<file path="src/hdl/eau_map.svh">
`ifndef EAU_MAP_SVH
`define EAU_MAP_SVH
// short absolute page (upper byte all ones)
`define EAU_SHORT_PAGE      8'hFF
// memory indirect page (upper byte zero)
`define EAU_IND_PAGE        8'h00
// step sizes for post-increment and pre-decrement
`define EAU_STEP_BYTE       16'h0001
`define EAU_STEP_WORD       16'h0002
// index of the stack pointer register
`define EAU_SP_INDEX        3'h7
// word alignment mask: bit 0 cleared
`define EAU_EVEN_MASK       16'hFFFE
// reset values
`define EAU_RST_ADDR        16'h0000
`define EAU_RST_WORD        16'h0000
`define EAU_RST_BYTE        8'h00
`define EAU_RST_BITNUM      3'h0
`define EAU_RST_REG         3'h0
`endif

</file>
<file path="src/hdl/eau_pkg.sv">
package eau_pkg;
    // addressing modes
    typedef enum logic [3:0] {
        EAU_M_REG_DIRECT = 4'h0,
        EAU_M_REG_IND    = 4'h1,
        EAU_M_DISP       = 4'h2,
        EAU_M_POST_INC   = 4'h3,
        EAU_M_PRE_DEC    = 4'h4,
        EAU_M_ABS_SHORT  = 4'h5,
        EAU_M_ABS_LONG   = 4'h6,
        EAU_M_IMM8       = 4'h7,
        EAU_M_IMM16      = 4'h8,
        EAU_M_PC_REL     = 4'h9,
        EAU_M_MEM_IND    = 4'hA,
        EAU_M_CCR_PUSH   = 4'hB,
        EAU_M_CCR_POP    = 4'hC,
        EAU_M_FETCH      = 4'hD
    } eau_mode_t;

    // instruction classes that may use the unit
    typedef enum logic [3:0] {
        EAU_OP_BYTE_MOVE   = 4'h0,
        EAU_OP_WORD_MOVE   = 4'h1,
        EAU_OP_WORD_ARITH  = 4'h2,
        EAU_OP_SMALL_CONST = 4'h3,
        EAU_OP_MUL_DIV     = 4'h4,
        EAU_OP_BYTE_ALU    = 4'h5,
        EAU_OP_ALU_IMM     = 4'h6,
        EAU_OP_BIT         = 4'h7,
        EAU_OP_BIT_REGNUM  = 4'h8,
        EAU_OP_JUMP        = 4'h9,
        EAU_OP_BRANCH      = 4'hA,
        EAU_OP_STACK       = 4'hB,
        EAU_OP_FETCH       = 4'hC
    } eau_op_t;

    // unit states
    typedef enum logic [1:0] {
        EAU_S_IDLE = 2'b00,
        EAU_S_WAIT = 2'b01,
        EAU_S_DONE = 2'b10
    } eau_state_t;

    // request from the instruction decoder
    typedef struct packed {
        eau_mode_t  mode;
        eau_op_t    op;
        logic [2:0] reg_sel;
        logic       reg_high;
        logic [7:0] byte2;
        logic [15:0] word34;
        logic [2:0] bitnum4;
        logic       bitnum_in_b4;
        logic       small_two;
        logic [15:0] pc_next;
        logic [7:0] condition_code_byte;
    } eau_req_t;

    // result toward the datapath
    typedef struct packed {
        logic [15:0] addr;
        logic        mem_access;
        logic        word;
        logic        is_write;
        logic [15:0] operand;
        logic [2:0]  bitnum;
        logic        wb_en;
        logic [2:0]  wb_sel;
        logic [15:0] wb_val;
        logic        illegal;
    } eau_res_t;
endpackage

</file>
<file path="src/hdl/eau_unit.sv">
`timescale 1ns/1ps
`include "eau_map.svh"
// Notes on behaviour
// - word data access clears address bit zero
// - instruction fetch aligned like word data
// - condition byte pushed doubled, popped from top
// - register direct picks byte or word register
// - word registers only for listed word operations
// - register indirect uses full register content
// - displacement adds bytes three/four to the register, moves only
// - post increment: use, then add one/two
// - pre decrement: subtract one/two, then use
// - short absolute forces upper byte all ones
// - absolute forms limited to listed operations
// - immediates from byte two or three/four
// - small constant ops imply one or two
// - bit number from byte two or four
// - branch offset sign extended, added to next pc
// - memory indirect reads vector in page zero
// - odd branch or word move target made even
// - alu uses registers, some byte immediates
// - transfers refuse pc relative and indirect
// - bit ops use direct, indirect, short absolute
// - program counter bit zero always zero
// - register seven serves as stack pointer
module eau_unit (
    // clock and reset
    input  wire logic              clk,
    input  wire logic              rst_b,
    // decoder request
    input  wire logic              req_valid,
    input  wire eau_pkg::eau_req_t req,
    // general register file read
    output logic [2:0]             gr_rd_sel,
    input  wire logic [15:0]       gr_rd_data,
    // memory read for indirect vector
    output logic                   vec_rd,
    output logic [15:0]            vec_addr,
    input  wire logic              vec_ack,
    input  wire logic [15:0]       vec_data,
    // result
    output logic                   res_valid,
    output eau_pkg::eau_res_t      res,
    output logic [15:0]            ccr_word,
    output logic [7:0]             ccr_popped
);
    import eau_pkg::*;

    // ****************************************
    // helper functions
    // ****************************************
    // clear bit zero of an address
    function automatic logic [15:0] even_addr(input logic [15:0] a);
        even_addr = a & `EAU_EVEN_MASK;
    endfunction

    // step for byte or word moves
    function automatic logic [15:0] step(input logic w);
        step = w ? `EAU_STEP_WORD : `EAU_STEP_BYTE;
    endfunction

    // ****************************************
    // request decode
    // ****************************************
    eau_state_t  state;               // control state
    eau_state_t  next_state;          // next control state
    eau_req_t    held;                // captured request
    logic [15:0] gr_val;              // register read result
    logic        is_word;             // word sized access
    logic        legal;               // mode permitted for op
    logic [15:0] rd_byte;             // byte register operand
    logic [15:0] sext_disp;           // sign extended branch offset
    logic [15:0] step_val;            // increment size
    logic [15:0] raw_addr;            // address before alignment
    logic        mem_use;             // mode touches memory
    logic        moves;               // any move instruction
    logic        sp_sel;              // stack pointer selected
    eau_res_t    next_res;            // result being formed

    assign gr_val = gr_rd_data;
    assign moves  = (held.op == EAU_OP_BYTE_MOVE) ||
                    (held.op == EAU_OP_WORD_MOVE);
    assign sp_sel = (held.reg_sel == `EAU_SP_INDEX);

    // word sized classes; all others work on bytes
    assign is_word = (held.op == EAU_OP_WORD_MOVE)   ||
                     (held.op == EAU_OP_WORD_ARITH)  ||
                     (held.op == EAU_OP_SMALL_CONST) ||
                     (held.op == EAU_OP_MUL_DIV)     ||
                     (held.op == EAU_OP_STACK)       ||
                     (held.op == EAU_OP_JUMP)        ||
                     (held.op == EAU_OP_BRANCH)      ||
                     (held.op == EAU_OP_FETCH);

    // byte register: high or low half of the pair
    assign rd_byte = {8'h00, held.reg_high ? gr_val[15:8]
                                           : gr_val[7:0]};

    assign sext_disp = {{8{held.byte2[7]}}, held.byte2};
    assign step_val  = step(held.op == EAU_OP_WORD_MOVE);

    // mode legality per instruction class
    always_comb begin
        case (held.mode)
            EAU_M_REG_DIRECT: legal = (held.op != EAU_OP_JUMP) &&
                                      (held.op != EAU_OP_BRANCH);
            EAU_M_REG_IND:    legal = moves ||
                                      (held.op == EAU_OP_BIT) ||
                                      (held.op == EAU_OP_BIT_REGNUM) ||
                                      (held.op == EAU_OP_JUMP);
            EAU_M_DISP:       legal = moves;
            // byte post/pre on the stack pointer is refused
            EAU_M_POST_INC,
            EAU_M_PRE_DEC:    legal = moves && !(sp_sel &&
                                      held.op == EAU_OP_BYTE_MOVE);
            EAU_M_ABS_SHORT:  legal = (held.op == EAU_OP_BYTE_MOVE) ||
                                      (held.op == EAU_OP_BIT) ||
                                      (held.op == EAU_OP_BIT_REGNUM);
            EAU_M_ABS_LONG:   legal = moves ||
                                      (held.op == EAU_OP_JUMP);
            EAU_M_IMM8:       legal = (held.op == EAU_OP_BYTE_MOVE) ||
                                      (held.op == EAU_OP_ALU_IMM) ||
                                      (held.op == EAU_OP_SMALL_CONST) ||
                                      (held.op == EAU_OP_BIT);
            EAU_M_IMM16:      legal = (held.op == EAU_OP_WORD_MOVE);
            EAU_M_PC_REL:     legal = (held.op == EAU_OP_BRANCH);
            EAU_M_MEM_IND:    legal = (held.op == EAU_OP_JUMP);
            EAU_M_CCR_PUSH,
            EAU_M_CCR_POP:    legal = (held.op == EAU_OP_STACK);
            EAU_M_FETCH:      legal = (held.op == EAU_OP_FETCH);
            default:          legal = 1'b0;
        endcase
    end

    // address source per mode
    always_comb begin
        raw_addr = `EAU_RST_ADDR;
        mem_use  = 1'b1;
        case (held.mode)
            EAU_M_REG_IND:   raw_addr = gr_val;
            EAU_M_DISP:      raw_addr = gr_val + held.word34;
            EAU_M_POST_INC:  raw_addr = gr_val;
            EAU_M_PRE_DEC:   raw_addr = gr_val - step_val;
            EAU_M_ABS_SHORT: raw_addr = {`EAU_SHORT_PAGE,
                                         held.byte2};
            EAU_M_ABS_LONG:  raw_addr = held.word34;
            EAU_M_PC_REL:    raw_addr = held.pc_next + sext_disp;
            EAU_M_MEM_IND:   raw_addr = vec_data;
            EAU_M_CCR_PUSH:  raw_addr = gr_val - `EAU_STEP_WORD;
            EAU_M_CCR_POP:   raw_addr = gr_val;
            EAU_M_FETCH:     raw_addr = held.pc_next;
            default: begin
                raw_addr = `EAU_RST_ADDR;
                mem_use  = 1'b0;
            end
        endcase
    end

    // assemble the result
    always_comb begin
        next_res            = '0;
        next_res.mem_access = mem_use && legal;
        next_res.word       = is_word;
        next_res.illegal    = !legal;
        next_res.is_write   = (held.mode == EAU_M_PRE_DEC) ||
                              (held.mode == EAU_M_CCR_PUSH);
        // word access, fetch and branch targets aligned
        next_res.addr       = is_word ? even_addr(raw_addr)
                                      : raw_addr;
        next_res.bitnum     = held.bitnum_in_b4 ? held.bitnum4
                                                : held.byte2[2:0];
        case (held.mode)
            EAU_M_REG_DIRECT: next_res.operand = is_word ? gr_val
                                                         : rd_byte;
            EAU_M_IMM8:       next_res.operand =
                                  (held.op == EAU_OP_SMALL_CONST) ?
                                  step(held.small_two) :
                                  {8'h00, held.byte2};
            EAU_M_IMM16:      next_res.operand = held.word34;
            EAU_M_CCR_PUSH:   next_res.operand = {held.condition_code_byte,
                                                  held.condition_code_byte};
            default:          next_res.operand = `EAU_RST_WORD;
        endcase
        // register write back for stepping modes
        next_res.wb_sel = held.reg_sel;
        case (held.mode)
            EAU_M_POST_INC: begin
                next_res.wb_en  = legal;
                next_res.wb_val = gr_val + step_val;
            end
            EAU_M_PRE_DEC: begin
                next_res.wb_en  = legal;
                next_res.wb_val = gr_val - step_val;
            end
            EAU_M_CCR_PUSH: begin
                next_res.wb_en  = 1'b1;
                next_res.wb_sel = `EAU_SP_INDEX;
                next_res.wb_val = gr_val - `EAU_STEP_WORD;
            end
            EAU_M_CCR_POP: begin
                next_res.wb_en  = 1'b1;
                next_res.wb_sel = `EAU_SP_INDEX;
                next_res.wb_val = gr_val + `EAU_STEP_WORD;
            end
            default: begin
                next_res.wb_en  = 1'b0;
                next_res.wb_val = `EAU_RST_WORD;
            end
        endcase
    end

    // ****************************************
    // control state machine
    // ****************************************
    // stack modes read the stack pointer, others the named register
    logic [2:0] next_rd_sel;
    assign next_rd_sel = ((req.mode == EAU_M_CCR_PUSH) ||
                          (req.mode == EAU_M_CCR_POP)) ?
                         `EAU_SP_INDEX : req.reg_sel;

    logic need_vec;                    // indirect vector read pending
    assign need_vec = (held.mode == EAU_M_MEM_IND) && legal;

    // a pop must wait for the stack word, or junk lands in the byte
    logic need_pop;                    // stack word pop pending
    assign need_pop = (held.mode == EAU_M_CCR_POP) && legal;

    always_comb begin
        case (state)
            EAU_S_IDLE: next_state = req_valid ? EAU_S_WAIT : EAU_S_IDLE;
            EAU_S_WAIT: next_state = (!(need_vec || need_pop) || vec_ack) ?
                                     EAU_S_DONE : EAU_S_WAIT;
            EAU_S_DONE: next_state = EAU_S_IDLE;
            default:    next_state = EAU_S_IDLE;
        endcase
    end

    // state and request capture
    always_ff @(posedge clk or negedge rst_b) begin
        if (!rst_b) begin
            state     <= EAU_S_IDLE;
            held      <= '0;
            gr_rd_sel <= `EAU_RST_REG;
        end else begin
            state <= next_state;
            if (state == EAU_S_IDLE && req_valid) begin
                held      <= req;
                gr_rd_sel <= next_rd_sel;
            end
        end
    end

    // vector read in page zero
    always_ff @(posedge clk or negedge rst_b) begin
        if (!rst_b) begin
            vec_rd   <= 1'b0;
            vec_addr <= `EAU_RST_ADDR;
        end else begin
            vec_rd   <= (next_state == EAU_S_WAIT) &&
                        (state == EAU_S_WAIT) && need_vec && !vec_ack;
            vec_addr <= {`EAU_IND_PAGE, held.byte2};
        end
    end

    // result registers
    always_ff @(posedge clk or negedge rst_b) begin
        if (!rst_b) begin
            res_valid  <= 1'b0;
            res        <= '0;
            ccr_word   <= `EAU_RST_WORD;
            ccr_popped <= `EAU_RST_BYTE;
        end else begin
            res_valid <= (next_state == EAU_S_DONE);
            if (next_state == EAU_S_DONE) begin
                res <= next_res;
                // doubled byte for stack writes
                ccr_word   <= {held.condition_code_byte, held.condition_code_byte};
                // upper half kept, lower half dropped
                ccr_popped <= vec_data[15:8];
            end
        end
    end

    // ****************************************
    // checks
    // ****************************************
    property p_word_even;
        @(posedge clk) disable iff (!rst_b)
        res_valid && res.word |-> res.addr[0] == 1'b0;
    endproperty
    a_word_even: assert property (p_word_even)
        else $error("word address odd");

    property p_short_page;
        @(posedge clk) disable iff (!rst_b)
        res_valid && held.mode == EAU_M_ABS_SHORT |->
            res.addr[15:8] == 8'hFF;
    endproperty
    a_short_page: assert property (p_short_page)
        else $error("short absolute page wrong");

    property p_post_inc;
        @(posedge clk) disable iff (!rst_b)
        res_valid && held.mode == EAU_M_POST_INC && !res.illegal |->
            res.wb_val == gr_val + step(res.word) &&
            res.addr == (res.word ? even_addr(gr_val) : gr_val);
    endproperty
    a_post_inc: assert property (p_post_inc)
        else $error("post increment step wrong");

    property p_pre_dec;
        @(posedge clk) disable iff (!rst_b)
        res_valid && held.mode == EAU_M_PRE_DEC && !res.illegal |->
            res.addr == (res.word ? even_addr(res.wb_val) : res.wb_val);
    endproperty
    a_pre_dec: assert property (p_pre_dec)
        else $error("pre decrement address wrong");

    property p_ccr_push;
        @(posedge clk) disable iff (!rst_b)
        res_valid |-> ccr_word[15:8] == ccr_word[7:0];
    endproperty
    a_ccr_push: assert property (p_ccr_push)
        else $error("condition word halves differ");

    property p_no_rel_move;
        @(posedge clk) disable iff (!rst_b)
        res_valid && moves && (held.mode == EAU_M_PC_REL ||
            held.mode == EAU_M_MEM_IND) |-> res.illegal;
    endproperty
    a_no_rel_move: assert property (p_no_rel_move)
        else $error("transfer took pc relative");

    property p_done_bound;
        @(posedge clk) disable iff (!rst_b)
        state == EAU_S_IDLE && req_valid && req.mode != EAU_M_MEM_IND &&
            req.mode != EAU_M_CCR_POP |-> ##2 res_valid;
    endproperty
    a_done_bound: assert property (p_done_bound)
        else $error("result late");

    property p_vec_page;
        @(posedge clk) disable iff (!rst_b)
        vec_rd |-> vec_addr[15:8] == 8'h00;
    endproperty
    a_vec_page: assert property (p_vec_page)
        else $error("vector outside page zero");

    c_indirect: cover property (@(posedge clk)
        res_valid && held.mode == EAU_M_MEM_IND);
    c_branch: cover property (@(posedge clk)
        res_valid && held.mode == EAU_M_PC_REL && !res.illegal);
    c_push: cover property (@(posedge clk)
        res_valid && held.mode == EAU_M_CCR_PUSH);
endmodule // eau_unit

</file>
<file path="config.mk">
export PLATFORM = sky130hd
export DESIGN_NAME = eau_unit
export DESIGN_NICKNAME = d
export VERILOG_FILES = /design/src/hdl/eau_pkg.sv /design/src/hdl/eau_unit.sv
export VERILOG_INCLUDE_DIRS = /design/src /design/src/hdl
export SDC_FILE = /design/constraint.sdc
export NUM_CORES = 1
export LEC_CHECK = 0
export BUFFER_PORTS_ARGS = -buffer_cell sky130_fd_sc_hd__clkbuf_2
export CORE_MARGIN = 4
export CORE_UTILIZATION = 55
export CTS_CLUSTER_DIAMETER = 60
export DETAILED_ROUTE_END_ITERATION = 8
export MAX_ROUTING_LAYER = met4
export PLACE_DENSITY = 0.9
export SLEW_MARGIN = 10
export SYNTH_ARGS = -nofsm -noshare
export SYNTH_HDL_FRONTEND = slang
export SYNTH_SLANG_ARGS = --single-unit
</file>
<file path="constraint.sdc">
create_clock -name clk -period 6.3 [get_ports clk]
set_input_delay 1.26 -clock clk [delete_from_list [all_inputs] [get_ports clk]]
set_output_delay 1.26 -clock clk [all_outputs]
set_load 0.02 [all_outputs]
</file>
==> results.ini <==
[die]
rows=49
core-area_um2=18000
die-area_um2=20600
chipWidth_um=144
initial_core_util_pct=56.1
die_h_um=144
io_pins=205

[run_status]
outcome=complete, but fails checks
violations=design-rule violations

[critical_path]
cp.required_ns=6.62
cp_top_family=simple AND/OR/NAND/NOR gates
arrival_ns=4.40
path_class=reg2reg
worstSetupEndpointType=register
path_buf_inv=1
ff2ff_setup_slack_ns=2.22
slowest_stage=dfrtp_1
critPathLaunchType=register
cp_cell_sequence=and4bb_2 > o21ai_0 > a22oi_1 > o22ai_1 > o311ai_2 > and2_4 > buf_4 > mux2_4
path_max_fanout=67
r2r_end=ccr_popped[6]
reg2reg_from=held[63]
slowest_delay_ns=0.91
r2r_cells=8

[cts]
cts_resized=0
clk_latency_ns=0.44
tritoncts=done
clock-sinks=155
cts.path.max_buffers=2
cts-root-buf=clkbuf_16
cts.hold.buffers_added=0
postCtsSetupRepairBufs=0
cts_buffers=17
clk_transition_reported_paths_ns=0.08
htreeDepth=4

[sta]
max-slew-margin-rel_pct=33.2
fmax_ghz=0.245
maxSlewViolCount=0
rsz0062_at_grt=false
finalSetupViolations=0
hold_viol_final=0
finalCriticalPeriod_ns=4.08
final_min_period_over_clock_period_pct=64.7
fin_worst_skew_ns=0.0131
fin_setup_tns_ns=0
tightest_slew_ns=1.00

[yosys]
synth_ff_type=dfrtp_1
yosys-top-cells-count=259 x nand2_1, 155 x dfrtp_1, 76 x a21oi_1, 57 x nor2_1, 57 x o21ai_0
synth_cell_types=78
yosys_register_bits=155
ys_warn_count=0
synth.area.top_cells=dfrtp_1 38%, nand2_1 9.6%, ha_1 4.5%
synth_area_um2=10100
ys_async_sr_fraction_pct=100
syn-instance-count=1148
synth_top_area_cell=dfrtp_1
ys_seq_area_share_pct=38.3
post-synth-top-count-cell=nand2_1
synth_edf_count=0
synth_top_area_share_pct=38.3
postSynthAreaPerCell_um2=8.82

[power_and_ir_drop]
power_leakage_nw=5.66
p_per_area_nw_per_um2=578
ir_drop_v=0.000323

[placement]
dp_hpwl_mm=24.8
routabilityCongestion=1.05
place_area_um2=11100
port_buffers=196

[global_routing]
track_usage_pct=33.8
grt-ovfl-total=0
antenna_found_initial=0
grt_max_degree=107
grt_pass1_vias=9591
grt_pass1_wl_mm=52.6

[drt]
drc_errors=2
viasPerCell=6.57
wl_mm=34.2
routedWlPerCell_um=22.3
ant_nets=0
drtIter0Drc=1666
first_pass_iters=9
num_vias=10100

[worst_hold_path]
hold_start=held[53]
hp-class=reg2reg
hold-path-endpoint=held[53]
whs_path_depth=2

[job]
drv_cap=0

[layout]
drive_above_1_share_pct=25.0
final_nets=1430
num-fill-cells=1473
n_antenna_cell=0
final_area_um2=11600
area_delta_synth_final_pct=15.0

final cells by class:
class / instances / area [µm²] / area share [%]
multi-input combinational: 890 / 5750 / 49.4
sequential: 155 / 3880 / 33.3
timing repair buffer: 206 / 1060 / 9.12
clock buffer: 17 / 425 / 3.65
tap: 229 / 287 / 2.46
clock inverter: 15 / 165 / 1.42
inverter: 19 / 71.3 / 0.613
layer usage:
layer	global-route usage (%)	share of wire, %	vias up
met4	16.2	5.0	0
met2	50.0	45	722
met1	42.7	38	4761
met5	-	0	-
met3	9.92	12	157
li1	-	-	4425
placed cells by master (no fill, tap or decap), types with 8 or more instances in the layout:
master       n
a21o_1      15
clkbuf_2   195
mux2_4      15
inv_1       18
a22oi_1     20
buf_4       10
a21oi_2      8
or2_2        8
nor3_1      13
and3_1       8
o22ai_1     10
xnor2_1     14
conb_1       8
clkbuf_16   17
a211oi_1    10
a31oi_1     12
nand2b_1     8
nand3_1     22
a221o_1      9
dfrtp_1    155
a21oi_1     76
a222oi_1    19
xor2_1      10
mux2i_1     14
o21ai_0     57
nand2_1    258
nor2_1      57
mux2_2      40
ha_1        36
through the flow:
stage / hold slack (ns) / power [W] / std cells / worst slack [ns] / utilization [%]
2_1_floorplan: 0.417 / 0.00448 / 1155 / 2.70 / -
3_3_place_gp: 0.457 / 0.00546 / 1499 / 2.29 / 61.3
3_5_place_dp: 0.463 / 0.00556 / 1499 / 2.20 / 61.3
4_1_cts: 0.483 / 0.00664 / 1531 / 2.27 / 64.6
5_1_grt: 0.508 / 0.00711 / 1531 / 2.01 / 64.6
6_report: 0.484 / 0.00673 / 1531 / 2.22 / 64.6
how the worst max path moves through the flow:
stage | slack, ns | end | startpoint | cells past startpoint
after floorplan | 2.70 | res[49] | gr_rd_data[0] | 9
after global placement | 2.29 | res[49] | gr_rd_data[0] | 10
after detailed placement | 2.20 | res[49] | gr_rd_data[0] | 10
after CTS | 2.27 | ccr_popped[6] | held[63] | 8
after global routing | 2.01 | res[57] | held[45] | 9
final | 2.22 | ccr_popped[6] | held[63] | 8
cell families after synthesis:
| logic type | after synthesis | synth area share (%) |
|---|---|---|
| AND/OR/NAND/NOR | 440 | 20.0 |
| AO/OA/AOI/OAI | 308 | 20.8 |
| flip-flops | 155 | 38.3 |
| buffers and inverters | 110 | 5.34 |
| multiplexers | 70 | 8.17 |
| adder cells (fa/ha/maj) | 40 | 5.24 |
| XOR/XNOR | 24 | 2.08 |
| other | 1 | 0.0371 |
state kept, by name, summed over array words and instances (netlist names):
name	flops
held	65
state	2
res	59
ccr_popped	8
res_valid	1
vec_addr	8
gr_rd_sel	3
vec_rd	1
ccr_word	8
report_power, final:
part / total, W / switching, W / internal (W)
Clock: 0.00104 / 0.000507 / 0.000534
Combinational: 0.00360 / 0.00218 / 0.00141
Sequential: 0.00209 / 0.000635 / 0.00146
Total: 0.00673 / 0.00332 / 0.00341
worst min-delay path, cell delays in order (launching register included):
cell	delay, ns
dfrtp_1	0.35
nand2_1	0.05
nand2_1	0.06
(Power assumes the default switching activity.)
